**src/gxp_defs.svh**
```systemverilog
// constants for the two-wire gpio expander: offsets, resets, timing
`ifndef GXP_DEFS_SVH
`define GXP_DEFS_SVH
// timing, in ns as printed, and cycle counts derived from the clock
`define GXP_CLK_NS 40
`define GXP_TSP_NS 50
`define GXP_SPIKE_CYC ((`GXP_TSP_NS + `GXP_CLK_NS - 1) / `GXP_CLK_NS)
`define GXP_TINT_NS 4000
`define GXP_TINT_CYC (`GXP_TINT_NS / `GXP_CLK_NS)
// fixed upper bits of the bus target address
`define GXP_ADDR_HI 4'h4
// register pointer pairs (pointer bits 2:1)
`define GXP_P_IN 2'h0
`define GXP_P_OUT 2'h1
`define GXP_P_POL 2'h2
`define GXP_P_CFG 2'h3
// reset values
`define GXP_OUT_RST 8'hff
`define GXP_POL_RST 8'h00
`define GXP_CFG_RST 8'hff
// axi byte map: pointer registers at 4 * pointer, then own registers
`define GXP_A_ISTAT 32'h0000_0020
`define GXP_A_IMASK 32'h0000_0024
`define GXP_A_STAT 32'h0000_0028
`define GXP_A_REGMASK 32'hffff_ffe3
// decode classes
`define GXP_D_REG 2'h0
`define GXP_D_ISTAT 2'h1
`define GXP_D_IMASK 2'h2
`define GXP_D_STAT 2'h3
// event bits: port 0 change, port 1 change, bus register write
`define GXP_EV_W 3
`define GXP_EV_WR 2
`define GXP_RESP_OK 2'h0
`define GXP_RESP_ERR 2'h2
`endif

```
**src/gxp_pkg.sv**
```systemverilog
// types of the two-wire gpio expander
package gxp_pkg;
  typedef enum logic [3:0] {
    GXP_IDLE, GXP_ADDR, GXP_ACKA, GXP_CMD, GXP_ACKC, GXP_WR, GXP_ACKW, GXP_RD, GXP_MACK
  } gxp_i2c_t;
  typedef struct packed {
    logic [1:0] scl_s, sda_s;
    logic [2:0] st_s1, st_s2;
    logic [15:0] pin_s1, pin_s2;
    logic scl_f, sda_f;
    logic [1:0] scl_c, sda_c;
    gxp_i2c_t ist;
    logic [3:0] cnt;
    logic [7:0] sh, tx;
    logic [2:0] ptr;
    logic sda_oe;
    logic [1:0][7:0] outp, pol, cfg;
    logic [15:0] drv, latch;
    logic [1:0] prime, cause_q;
    logic int_oe, irq;
    logic [2:0] istat, imask;
    logic awready, wready, have_aw, have_w, bvalid, arready, rvalid;
    logic [31:0] awa, wd, rdata;
    logic wst;
    logic [1:0] bresp, rresp;
  } gxp_state_t;
endpackage

```
**src/gxp_top.sv**
```systemverilog
// two-wire bus gpio expander, 16 pins, with an axi4-lite side port
// Functional notes
// - sixteen pins form two 8-bit ports, each with own four registers.
// - each pin's direction follows its direction bit, written by the host.
// - input register holds sampled levels; outputs drive latched output bits.
// - polarity bit set inverts that pin in an input register read.
// - every register, direction, output and polarity too, reads back.
// - change interrupt asserts when an input differs from its held value.
// - change interrupt is active low, open-drain, only pulls low.
// - reset loads register defaults and returns the bus machine to idle.
// - three strap pins form low bits of a fixed target address.
// - after reset all sixteen pins are inputs.
// - works at any serial clock rate up to the maximum; host obeys it.
// - glitches up to the spike limit on clock and data are ignored.
// - interrupt asserts within the valid time after an input change.
// - interrupt releases within the reset time after a clearing edge.
// - byte after address is a pointer, 0 to 7 selecting register pairs.
// - interrupt releases when input returns or its input register is read.
// - reading one port's input clears only that port's cause.
// - writes to input registers are ignored.
//
// The placing of the registers and register access over AXI4-Lite were left to the implementer.
`timescale 1ns/10ps
`include "gxp_defs.svh"
module gxp_top #(
  parameter int ADDR_W = 8
) (
  // clock, reset, enable
  input wire logic aclk,
  input wire logic aresetn,
  input wire logic ce,
  // axi4-lite write
  input wire logic [ADDR_W-1:0] s_axi_awaddr,
  input wire logic s_axi_awvalid,
  output logic s_axi_awready,
  input wire logic [31:0] s_axi_wdata,
  input wire logic [3:0] s_axi_wstrb,
  input wire logic s_axi_wvalid,
  output logic s_axi_wready,
  output logic [1:0] s_axi_bresp,
  output logic s_axi_bvalid,
  input wire logic s_axi_bready,
  // axi4-lite read
  input wire logic [ADDR_W-1:0] s_axi_araddr,
  input wire logic s_axi_arvalid,
  output logic s_axi_arready,
  output logic [31:0] s_axi_rdata,
  output logic [1:0] s_axi_rresp,
  output logic s_axi_rvalid,
  input wire logic s_axi_rready,
  // two-wire link
  input wire logic scl_in,
  input wire logic sda_in,
  output logic sda_out,
  output logic sda_oe,
  // address straps
  input wire logic addr_strap_0,
  input wire logic addr_strap_1,
  input wire logic addr_strap_2,
  // port pins
  input wire logic [7:0] port0_pin_in,
  output logic [7:0] port0_pin_out,
  output logic [7:0] port0_pin_oe,
  input wire logic [7:0] port1_pin_in,
  output logic [7:0] port1_pin_out,
  output logic [7:0] port1_pin_oe,
  // interrupts
  output logic int_n_out,
  output logic int_n_oe,
  output logic irq
);
  import gxp_pkg::*;

  localparam int TINT = `GXP_TINT_CYC;
  localparam logic [1:0] SPIKE = 2'(`GXP_SPIKE_CYC);

  // refuse settings the logic cannot serve
  if (ADDR_W < 6 || ADDR_W > 32) $error("gxp_top: ADDR_W must be 6..32");
  if (`GXP_SPIKE_CYC > 2) $error("gxp_top: spike count exceeds filter width");

  gxp_state_t r, n;
  logic scl_rise, scl_fall, start, stop;
  logic [1:0] cause;
  logic [`GXP_EV_W-1:0] ev;
  logic [2:0] wdec, rdec;

  // ************************************************
  // helper functions
  // ************************************************

  // spike filter: level flips only after SPIKE+1 differing samples
  function automatic logic [2:0] filt(input logic f, input logic [1:0] c, input logic s);
    if (s == f)
      return {f, 2'h0};
    else if (c == SPIKE)
      return {s, 2'h0};
    else
      return {f, 2'(c + 2'h1)};
  endfunction

  // register read by pointer, shared by both buses
  function automatic logic [7:0] reg_rd(input gxp_state_t s, input logic [2:0] p);
    unique case (p[2:1])
      `GXP_P_IN: return s.pin_s2[p[0]*8 +: 8] ^ s.pol[p[0]];
      `GXP_P_OUT: return s.outp[p[0]];
      `GXP_P_POL: return s.pol[p[0]];
      `GXP_P_CFG: return s.cfg[p[0]];
    endcase
  endfunction

  // reading an input register re-arms that port with the very value returned,
  // so a pin edge landing in the same cycle still raises the interrupt later
  function automatic gxp_state_t rd_side(input gxp_state_t s, input logic [2:0] p,
                                         input logic [15:0] pins);
    if (p[2:1] == `GXP_P_IN)
      s.latch[p[0]*8 +: 8] = pins[p[0]*8 +: 8];
    return s;
  endfunction

  // register write by pointer; input registers take no write
  function automatic gxp_state_t reg_wr(input gxp_state_t s, input logic [2:0] p,
                                        input logic [7:0] d);
    unique case (p[2:1])
      `GXP_P_IN: ;
      `GXP_P_OUT: s.outp[p[0]] = d;
      `GXP_P_POL: s.pol[p[0]] = d;
      `GXP_P_CFG: s.cfg[p[0]] = d;
    endcase
    return s;
  endfunction

  // axi address decode: {hit, class}
  function automatic logic [2:0] adec(input logic [31:0] a);
    if ((a & `GXP_A_REGMASK) == 32'h0)
      return {1'b1, `GXP_D_REG};
    else if (a == `GXP_A_ISTAT)
      return {1'b1, `GXP_D_ISTAT};
    else if (a == `GXP_A_IMASK)
      return {1'b1, `GXP_D_IMASK};
    else if (a == `GXP_A_STAT)
      return {1'b1, `GXP_D_STAT};
    else
      return 3'h0;
  endfunction

  // start a byte toward the host from pointer p
  function automatic gxp_state_t load(input gxp_state_t s, input logic [2:0] p);
    s.ptr = p;
    s.tx = reg_rd(s, p);
    s = rd_side(s, p, s.pin_s2);
    s.sda_oe = ~s.tx[7];
    s.cnt = 4'h0;
    s.ist = GXP_RD;
    return s;
  endfunction

  // ************************************************
  // next state
  // ************************************************

  // all state in one struct; the whole block is one registered copy
  always_comb
  begin
    n = r;
    ev = '0;
    // two flops on every link, strap and pin input before use
    n.scl_s = {r.scl_s[0], scl_in};
    n.sda_s = {r.sda_s[0], sda_in};
    n.st_s1 = {addr_strap_2, addr_strap_1, addr_strap_0};
    n.st_s2 = r.st_s1;
    n.pin_s1 = {port1_pin_in, port0_pin_in};
    n.pin_s2 = r.pin_s1;
    {n.scl_f, n.scl_c} = filt(r.scl_f, r.scl_c, r.scl_s[1]);
    {n.sda_f, n.sda_c} = filt(r.sda_f, r.sda_c, r.sda_s[1]);
    // edges found by oversampling, so any rate up to the maximum works
    scl_rise = ~r.scl_f & n.scl_f;
    scl_fall = r.scl_f & ~n.scl_f;
    start = r.scl_f & n.scl_f & r.sda_f & ~n.sda_f;
    stop = r.scl_f & n.scl_f & ~r.sda_f & n.sda_f;

    // bus target machine; stop wins and always returns to idle
    if (stop)
    begin
      n.ist = GXP_IDLE;
      n.sda_oe = 1'b0;
    end
    else if (start)
    begin
      n.ist = GXP_ADDR;
      n.cnt = 4'h0;
      n.sda_oe = 1'b0;
    end
    else if (scl_rise)
    begin
      unique case (r.ist)
        GXP_ADDR, GXP_CMD, GXP_WR:
        begin
          n.sh = {r.sh[6:0], r.sda_f};
          n.cnt = r.cnt + 4'h1;
        end
        GXP_RD: n.cnt = r.cnt + 4'h1;
        GXP_MACK: if (r.sda_f) n.ist = GXP_IDLE;
        GXP_IDLE, GXP_ACKA, GXP_ACKC, GXP_ACKW: ;
      endcase
    end
    else if (scl_fall)
    begin
      unique case (r.ist)
        GXP_ADDR:
          if (r.cnt == 4'h8)
          begin
            if (r.sh[7:1] == {`GXP_ADDR_HI, r.st_s2})
            begin
              n.ist = GXP_ACKA;
              n.sda_oe = 1'b1;
            end
            else
              n.ist = GXP_IDLE;
          end
        GXP_ACKA:
        begin
          n.sda_oe = 1'b0;
          n.cnt = 4'h0;
          if (r.sh[0])
            n = load(n, r.ptr);
          else
            n.ist = GXP_CMD;
        end
        GXP_CMD:
          if (r.cnt == 4'h8)
          begin
            n.ptr = r.sh[2:0];
            n.ist = GXP_ACKC;
            n.sda_oe = 1'b1;
          end
        GXP_ACKC, GXP_ACKW:
        begin
          n.sda_oe = 1'b0;
          n.cnt = 4'h0;
          n.ist = GXP_WR;
        end
        GXP_WR:
          if (r.cnt == 4'h8)
          begin
            n = reg_wr(n, r.ptr, r.sh);
            n.ptr = {r.ptr[2:1], ~r.ptr[0]};
            ev[`GXP_EV_WR] = 1'b1;
            n.ist = GXP_ACKW;
            n.sda_oe = 1'b1;
          end
        GXP_RD:
          if (r.cnt == 4'h8)
          begin
            n.sda_oe = 1'b0;
            n.ist = GXP_MACK;
          end
          else
          begin
            n.tx = {r.tx[6:0], 1'b0};
            n.sda_oe = ~r.tx[6];
          end
        GXP_MACK: n = load(n, {r.ptr[2:1], ~r.ptr[0]});
        GXP_IDLE: ;
      endcase
    end

    // axi write: address and data taken in either order
    if (r.awready && s_axi_awvalid)
    begin
      n.awa = 32'(s_axi_awaddr);
      n.have_aw = 1'b1;
    end
    if (r.wready && s_axi_wvalid)
    begin
      n.wd = s_axi_wdata;
      n.wst = s_axi_wstrb[0];
      n.have_w = 1'b1;
    end
    if (r.bvalid && s_axi_bready)
      n.bvalid = 1'b0;
    wdec = adec(r.awa);
    if (r.have_aw && r.have_w && !r.bvalid)
    begin
      n.have_aw = 1'b0;
      n.have_w = 1'b0;
      n.bvalid = 1'b1;
      n.bresp = wdec[2] ? `GXP_RESP_OK : `GXP_RESP_ERR;
      if (wdec[2] && r.wst)
        unique case (wdec[1:0])
          `GXP_D_REG: n = reg_wr(n, r.awa[4:2], r.wd[7:0]);
          `GXP_D_ISTAT: n.istat = n.istat & ~r.wd[2:0];
          `GXP_D_IMASK: n.imask = r.wd[2:0];
          `GXP_D_STAT: ;
        endcase
    end
    n.awready = ~n.have_aw;
    n.wready = ~n.have_w;

    // axi read: one outstanding, answered the cycle after acceptance
    rdec = adec(32'(s_axi_araddr));
    if (r.rvalid && s_axi_rready)
    begin
      n.rvalid = 1'b0;
      n.arready = 1'b1;
    end
    if (r.arready && s_axi_arvalid)
    begin
      n.arready = 1'b0;
      n.rvalid = 1'b1;
      n.rresp = rdec[2] ? `GXP_RESP_OK : `GXP_RESP_ERR;
      n.rdata = 32'h0;
      if (rdec[2])
        unique case (rdec[1:0])
          `GXP_D_REG:
          begin
            n.rdata[7:0] = reg_rd(r, s_axi_araddr[4:2]);
            n = rd_side(n, s_axi_araddr[4:2], r.pin_s2); // same sample as the data
          end
          `GXP_D_ISTAT: n.rdata[2:0] = r.istat;
          `GXP_D_IMASK: n.rdata[2:0] = r.imask;
          `GXP_D_STAT: n.rdata[7:0] = {r.ist != GXP_IDLE, `GXP_ADDR_HI, r.st_s2};
        endcase
    end

    // held values follow the pins for a few cycles after reset
    if (r.prime != 2'h3)
    begin
      n.prime = r.prime + 2'h1;
      n.latch = r.pin_s2;
    end
    // change cause per port, input pins only
    for (int i = 0; i < 2; i++)
      cause[i] = (r.prime == 2'h3) &&
                 |((r.pin_s2[i*8 +: 8] ^ r.latch[i*8 +: 8]) & r.cfg[i]);
    n.cause_q = cause;
    n.int_oe = |cause;
    ev[1:0] = cause & ~r.cause_q;
    // set wins over a clear in the same cycle
    n.istat = n.istat | ev;
    n.irq = |(n.istat & n.imask);
    n.drv = ~{n.cfg[1], n.cfg[0]};
  end

  // ************************************************
  // state register
  // ************************************************

  // synchronous reset loads every default; enable freezes all state
  always_ff @(posedge aclk)
  begin
    if (!aresetn)
    begin
      r <= '0;
      r.ist <= GXP_IDLE;
      r.scl_f <= 1'b1;
      r.sda_f <= 1'b1;
      r.scl_s <= 2'h3;
      r.sda_s <= 2'h3;
      r.outp <= {`GXP_OUT_RST, `GXP_OUT_RST};
      r.pol <= {`GXP_POL_RST, `GXP_POL_RST};
      r.cfg <= {`GXP_CFG_RST, `GXP_CFG_RST};
      r.awready <= 1'b1;
      r.wready <= 1'b1;
      r.arready <= 1'b1;
    end
    else if (ce)
      r <= n;
  end

  // outputs straight from the state register, except sda_out and int_n_out, which are tied low
  assign s_axi_awready = r.awready;
  assign s_axi_wready = r.wready;
  assign s_axi_bresp = r.bresp;
  assign s_axi_bvalid = r.bvalid;
  assign s_axi_arready = r.arready;
  assign s_axi_rdata = r.rdata;
  assign s_axi_rresp = r.rresp;
  assign s_axi_rvalid = r.rvalid;
  assign sda_out = 1'b0; // open-drain: only ever pulls low
  assign sda_oe = r.sda_oe;
  assign port0_pin_out = r.outp[0];
  assign port1_pin_out = r.outp[1];
  assign port0_pin_oe = r.drv[7:0];
  assign port1_pin_oe = r.drv[15:8];
  assign int_n_out = 1'b0;
  assign int_n_oe = r.int_oe;
  assign irq = r.irq;
endmodule

```
**config.mk**
```make
export PLATFORM = sky130hd
export DESIGN_NAME = gxp_top
export DESIGN_NICKNAME = d
export VERILOG_FILES = /design/src/gxp_pkg.sv /design/src/gxp_top.sv
export VERILOG_INCLUDE_DIRS = /design/src /design/src/src
export SDC_FILE = /design/constraint.sdc
export NUM_CORES = 1
export LEC_CHECK = 0
export BUFFER_PORTS_ARGS = -buffer_cell sky130_fd_sc_hd__buf_2
export CORE_MARGIN = 2
export CORE_UTILIZATION = 55
export DETAILED_ROUTE_END_ITERATION = 8
export HOLD_SLACK_MARGIN = 0.05
export PLACE_DENSITY = 0.77
export SLEW_MARGIN = 20
export SYNTH_ARGS = -nofsm -noshare
export SYNTH_HDL_FRONTEND = slang
export SYNTH_SLANG_ARGS = --single-unit
export TNS_END_PERCENT = 20
```
**constraint.sdc**
```tcl
create_clock -name aclk -period 4.7 [get_ports aclk]
set_input_delay 0.94 -clock aclk [delete_from_list [all_inputs] [get_ports aclk]]
set_output_delay 0.94 -clock aclk [all_outputs]
set_load 0.005 [all_outputs]
```
==> reports/qor.yml <==
finish:
  seq_area_mm2: 0.00403
  layout-drive-gt1-share_pct: 15.6
  nNetsFinal: 1515
  final_cells: 1719
  diodes: 0
  fin_util_pct: 59.9
  multi_input_area_mm2: 0.00713
  fin_area_mm2: 0.0130
  fill_cells: 1899
  syn_to_final_growth_pct: 7.36
grt:
  first_global_vias: 10100
  overflow: 0
  grt_pass1_wl_mm: 56.2
  gr-max-usage-layer: "met2"
  grt_max_degree: 94
  grt_usage_pct: 29.8
  grtUsageMet2_pct: 46.6
  gr-usage-met1_pct: 40.7
  antenna_found_initial: 0
  grt_use_met3_pct: 5.20
route:
  drc: 0
  wl_per_cell_um: 20.8
  totalWireLength_mm: 35.7
  detail_route.vias_per_cell: 6.37
  vias: 11000
  antenna_left: 0
  dr.pass1.iters: 5
  drt-initial-drc-count: 1146
synthesis:
  yosys_warnings: 0
  synthCells: 1434
  synth_area_mm2: 0.0121
  synth-edff-count: 0
  synthArstFlopShare_pct: 0
  synth-main-ff-cell: "dfxtp_1"
  ys_types: 79
  syn_avg_cell_area_um2: 8.44
  ys_ff_latch: 201
  ys_seq_area_share_pct: 33.2
cts:
  clkSinkCount: 201
  holdBufCountCts: 0
  path_clk_slew_ns: 0.06
  clk_latency_ns: 0.52
  clock-root-buffer: "clkbuf_16"
  cts_buffers: 22
  cts_resized: 0
  post_cts_buffers: 0
  cts_tree: "done"
  cts_max_level: 1
  clk_path_buf_depth: 3
sta:
  worst_slew_pin_slew_ns: 0.920
  setup_viol: 0
  fmax_mhz: 276
  holdWs_ns: 0.454
  slew_viol_final: 0
  relSlewSlack_pct: 38.1
  hold_violations: 0
  period_needed_ns: 3.62
  fin_skew_ns: 0.00907
  finalCritPeriodShare_pct: 77.1
  finalWorstSetupSlack_ns: 1.08
  rsz0062_at_grt: "false"
  finalSetupTns_ns: 0
placement:
  place_inst: 1679
  gp_congestion: 0.983
  dpl-instance-area_mm2: 0.0122
  dp_slack_ns: 0.756
  port_buffers: 103
  hpwl_mm: 25.4
floorplan:
  initial_utilization_pct: 55.8
  die_h_um: 152
  row_count: 54
  chipWidth_um: 152
  num_io_pins: 159
  core_mm2: 0.0217
  dieArea_mm2: 0.0232
flow_run:
  maxCapViolCount: 0
critical_path:
  cp.arrival_ns: 4.09
  crit_fanout: 21
  crit_type: "reg2reg"
  crit_family: "compound AO/OA/AOI/OAI gates"
  crit_path_start_kind: "flop"
  worstPathCellList: "inv_1 -> a21oi_1 -> a31oi_1 -> inv_1 -> ha_1 -> nand2b_1 -> a21oi_1 -> nand4_1 -> a21oi_1 -> o21ai_0 -> o21ba_2"
  crit_slowest_cell: "a21oi_1"
  timing.critical_path.mode_cell: "a21oi_1"
  cp_slowest_stage_delay_ns: 0.70
  endpoint_kind: "flop"
  critPathRequiredTime_ns: 5.17
  critPathBufInv: 2
pwr:
  p_switching_mw: 1.04
  p_leak_nw: 4.84
  swShare_pct: 25.7
  p_seq_share_pct: 46.3
  p_comb_share_pct: 9.3
  p_per_area_mw_per_mm2: 310
  p_total_mw: 4.02
  p_clk_share_pct: 44.5
  p_int_mw: 2.99
  irDropWorstVdd_mv: 0.313
hold_path:
  hold_path.class: "reg2reg"
outcome:
  status: "finished clean"
[area by class of cell]
| type | instances | area share, % |
|---|---|---|
| multi-input combinational | 1052 | 54.9 |
| sequential | 201 | 31.0 |
| timing repair buffer | 119 | 4.94 |
| clock buffer | 29 | 4.59 |
| tap | 280 | 2.70 |
| clock inverter | 11 | 1.13 |
| inverter | 27 | 0.780 |
[synthesized netlist by cell type, types with 8 or more instances]
| master | n | area share (%) |
|---|---|---|
| dfxtp_1 | 201 | 33 |
| mux2i_1 | 113 | 9.3 |
| nand2_1 | 113 | 3.5 |
| nor2_1 | 112 | 3.5 |
| a21oi_1 | 100 | 4.1 |
| o21ai_0 | 100 | 4.1 |
| clkbuf_1 | 80 | 2.5 |
| buf_4 | 71 | 4.4 |
| nand3_1 | 41 | 1.7 |
| xnor2_1 | 40 | 2.9 |
| o22ai_1 | 39 | 2.0 |
| nand2b_1 | 27 | 1.4 |
| inv_1 | 25 | 0.78 |
| xor2_1 | 23 | 1.7 |
| buf_1 | 19 | 0.59 |
| nor2b_1 | 18 | 0.93 |
| mux4_2 | 17 | 3.2 |
| nor3_1 | 17 | 0.70 |
| or3_1 | 16 | 0.83 |
| o211ai_1 | 14 | 0.87 |
| a211oi_1 | 13 | 0.81 |
| a21o_1 | 13 | 0.81 |
| mux2_2 | 13 | 1.2 |
| buf_2 | 11 | 0.45 |
| ha_1 | 11 | 1.1 |
| o2111ai_1 | 10 | 0.72 |
| o21a_1 | 10 | 0.62 |
| o221a_2 | 10 | 0.93 |
| a22oi_1 | 8 | 0.50 |
| a31oi_1 | 8 | 0.41 |
| and3_1 | 8 | 0.41 |
| o221ai_1 | 8 | 0.58 |
| o22a_1 | 8 | 0.58 |
[final timing paths]
check / end / slack, ns / from / depth (start not counted)
max: r[178] / 1.08 / r[233] / 11
max reg2reg: r[178] / 1.08 / r[233] / 11
min reg2reg: port1_pin_oe[4] / 0.45 / port1_pin_oe[4] / 1
min: port1_pin_oe[4] / 0.45 / port1_pin_oe[4] / 1
[metal layers]
layer	wire (um)	up-vias
met3	3740	111
met1	14700	5120
met4	1520	0
met2	15800	642
li1	-	5082
met5	0	-
[placed cells by master (no fill, tap or decap), types with 8 or more instances in the layout]
cell type / synthesis / layout
a211oi_1: 13 / 13
a21o_1: 13 / 13
a21oi_1: 100 / 100
a22oi_1: 8 / 8
a31oi_1: 8 / 8
and3_1: 8 / 8
buf_2: 11 / 102
buf_4: 71 / 16
clkbuf_16: 0 / 22
conb_1: 1 / 28
dfxtp_1: 201 / 200
ha_1: 11 / 11
inv_1: 25 / 25
mux2_2: 13 / 13
mux2i_1: 113 / 113
mux4_2: 17 / 17
nand2_1: 113 / 113
nand2b_1: 27 / 27
nand3_1: 41 / 41
nor2_1: 112 / 112
nor2b_1: 18 / 18
nor3_1: 17 / 17
o2111ai_1: 10 / 10
o211ai_1: 14 / 14
o21a_1: 10 / 10
o21ai_0: 100 / 100
o221a_2: 10 / 10
o221ai_1: 8 / 8
o22a_1: 8 / 8
o22ai_1: 39 / 39
or3_1: 16 / 16
xnor2_1: 40 / 40
xor2_1: 23 / 23
[cells by family after synthesis]
kind of cell / count (synthesis) / share of synthesized area (%)
AO/OA/AOI/OAI: 393 / 21.4
multiplexers: 144 / 13.8
buffers and inverters: 208 / 8.76
AND/OR/NAND/NOR: 413 / 17.1
XOR/XNOR: 63 / 4.56
adder cells (fa/ha/maj): 11 / 1.14
flip-flops: 201 / 33.2
other: 1 / 0.0310
[sequential cells by signal, indices dropped and copies added (netlist names), 8 cells and up]
name	flops
port0_pin_oe	8
port0_pin_out	8
port1_pin_oe	8
port1_pin_out	8
r	151
s_axi_rdata	8
[power groups by stage]
stage,Sequential (mW),Combinational (mW),Clock [mW]
6_report,1.86,0.373,1.79
5_1_grt,1.87,0.409,1.88
4_1_cts,1.86,0.368,1.80
3_5_place_dp,1.89,0.366,0
3_3_place_gp,1.89,0.359,0
2_1_floorplan,1.85,0.302,0
Power figures use the tool's default switching activity.
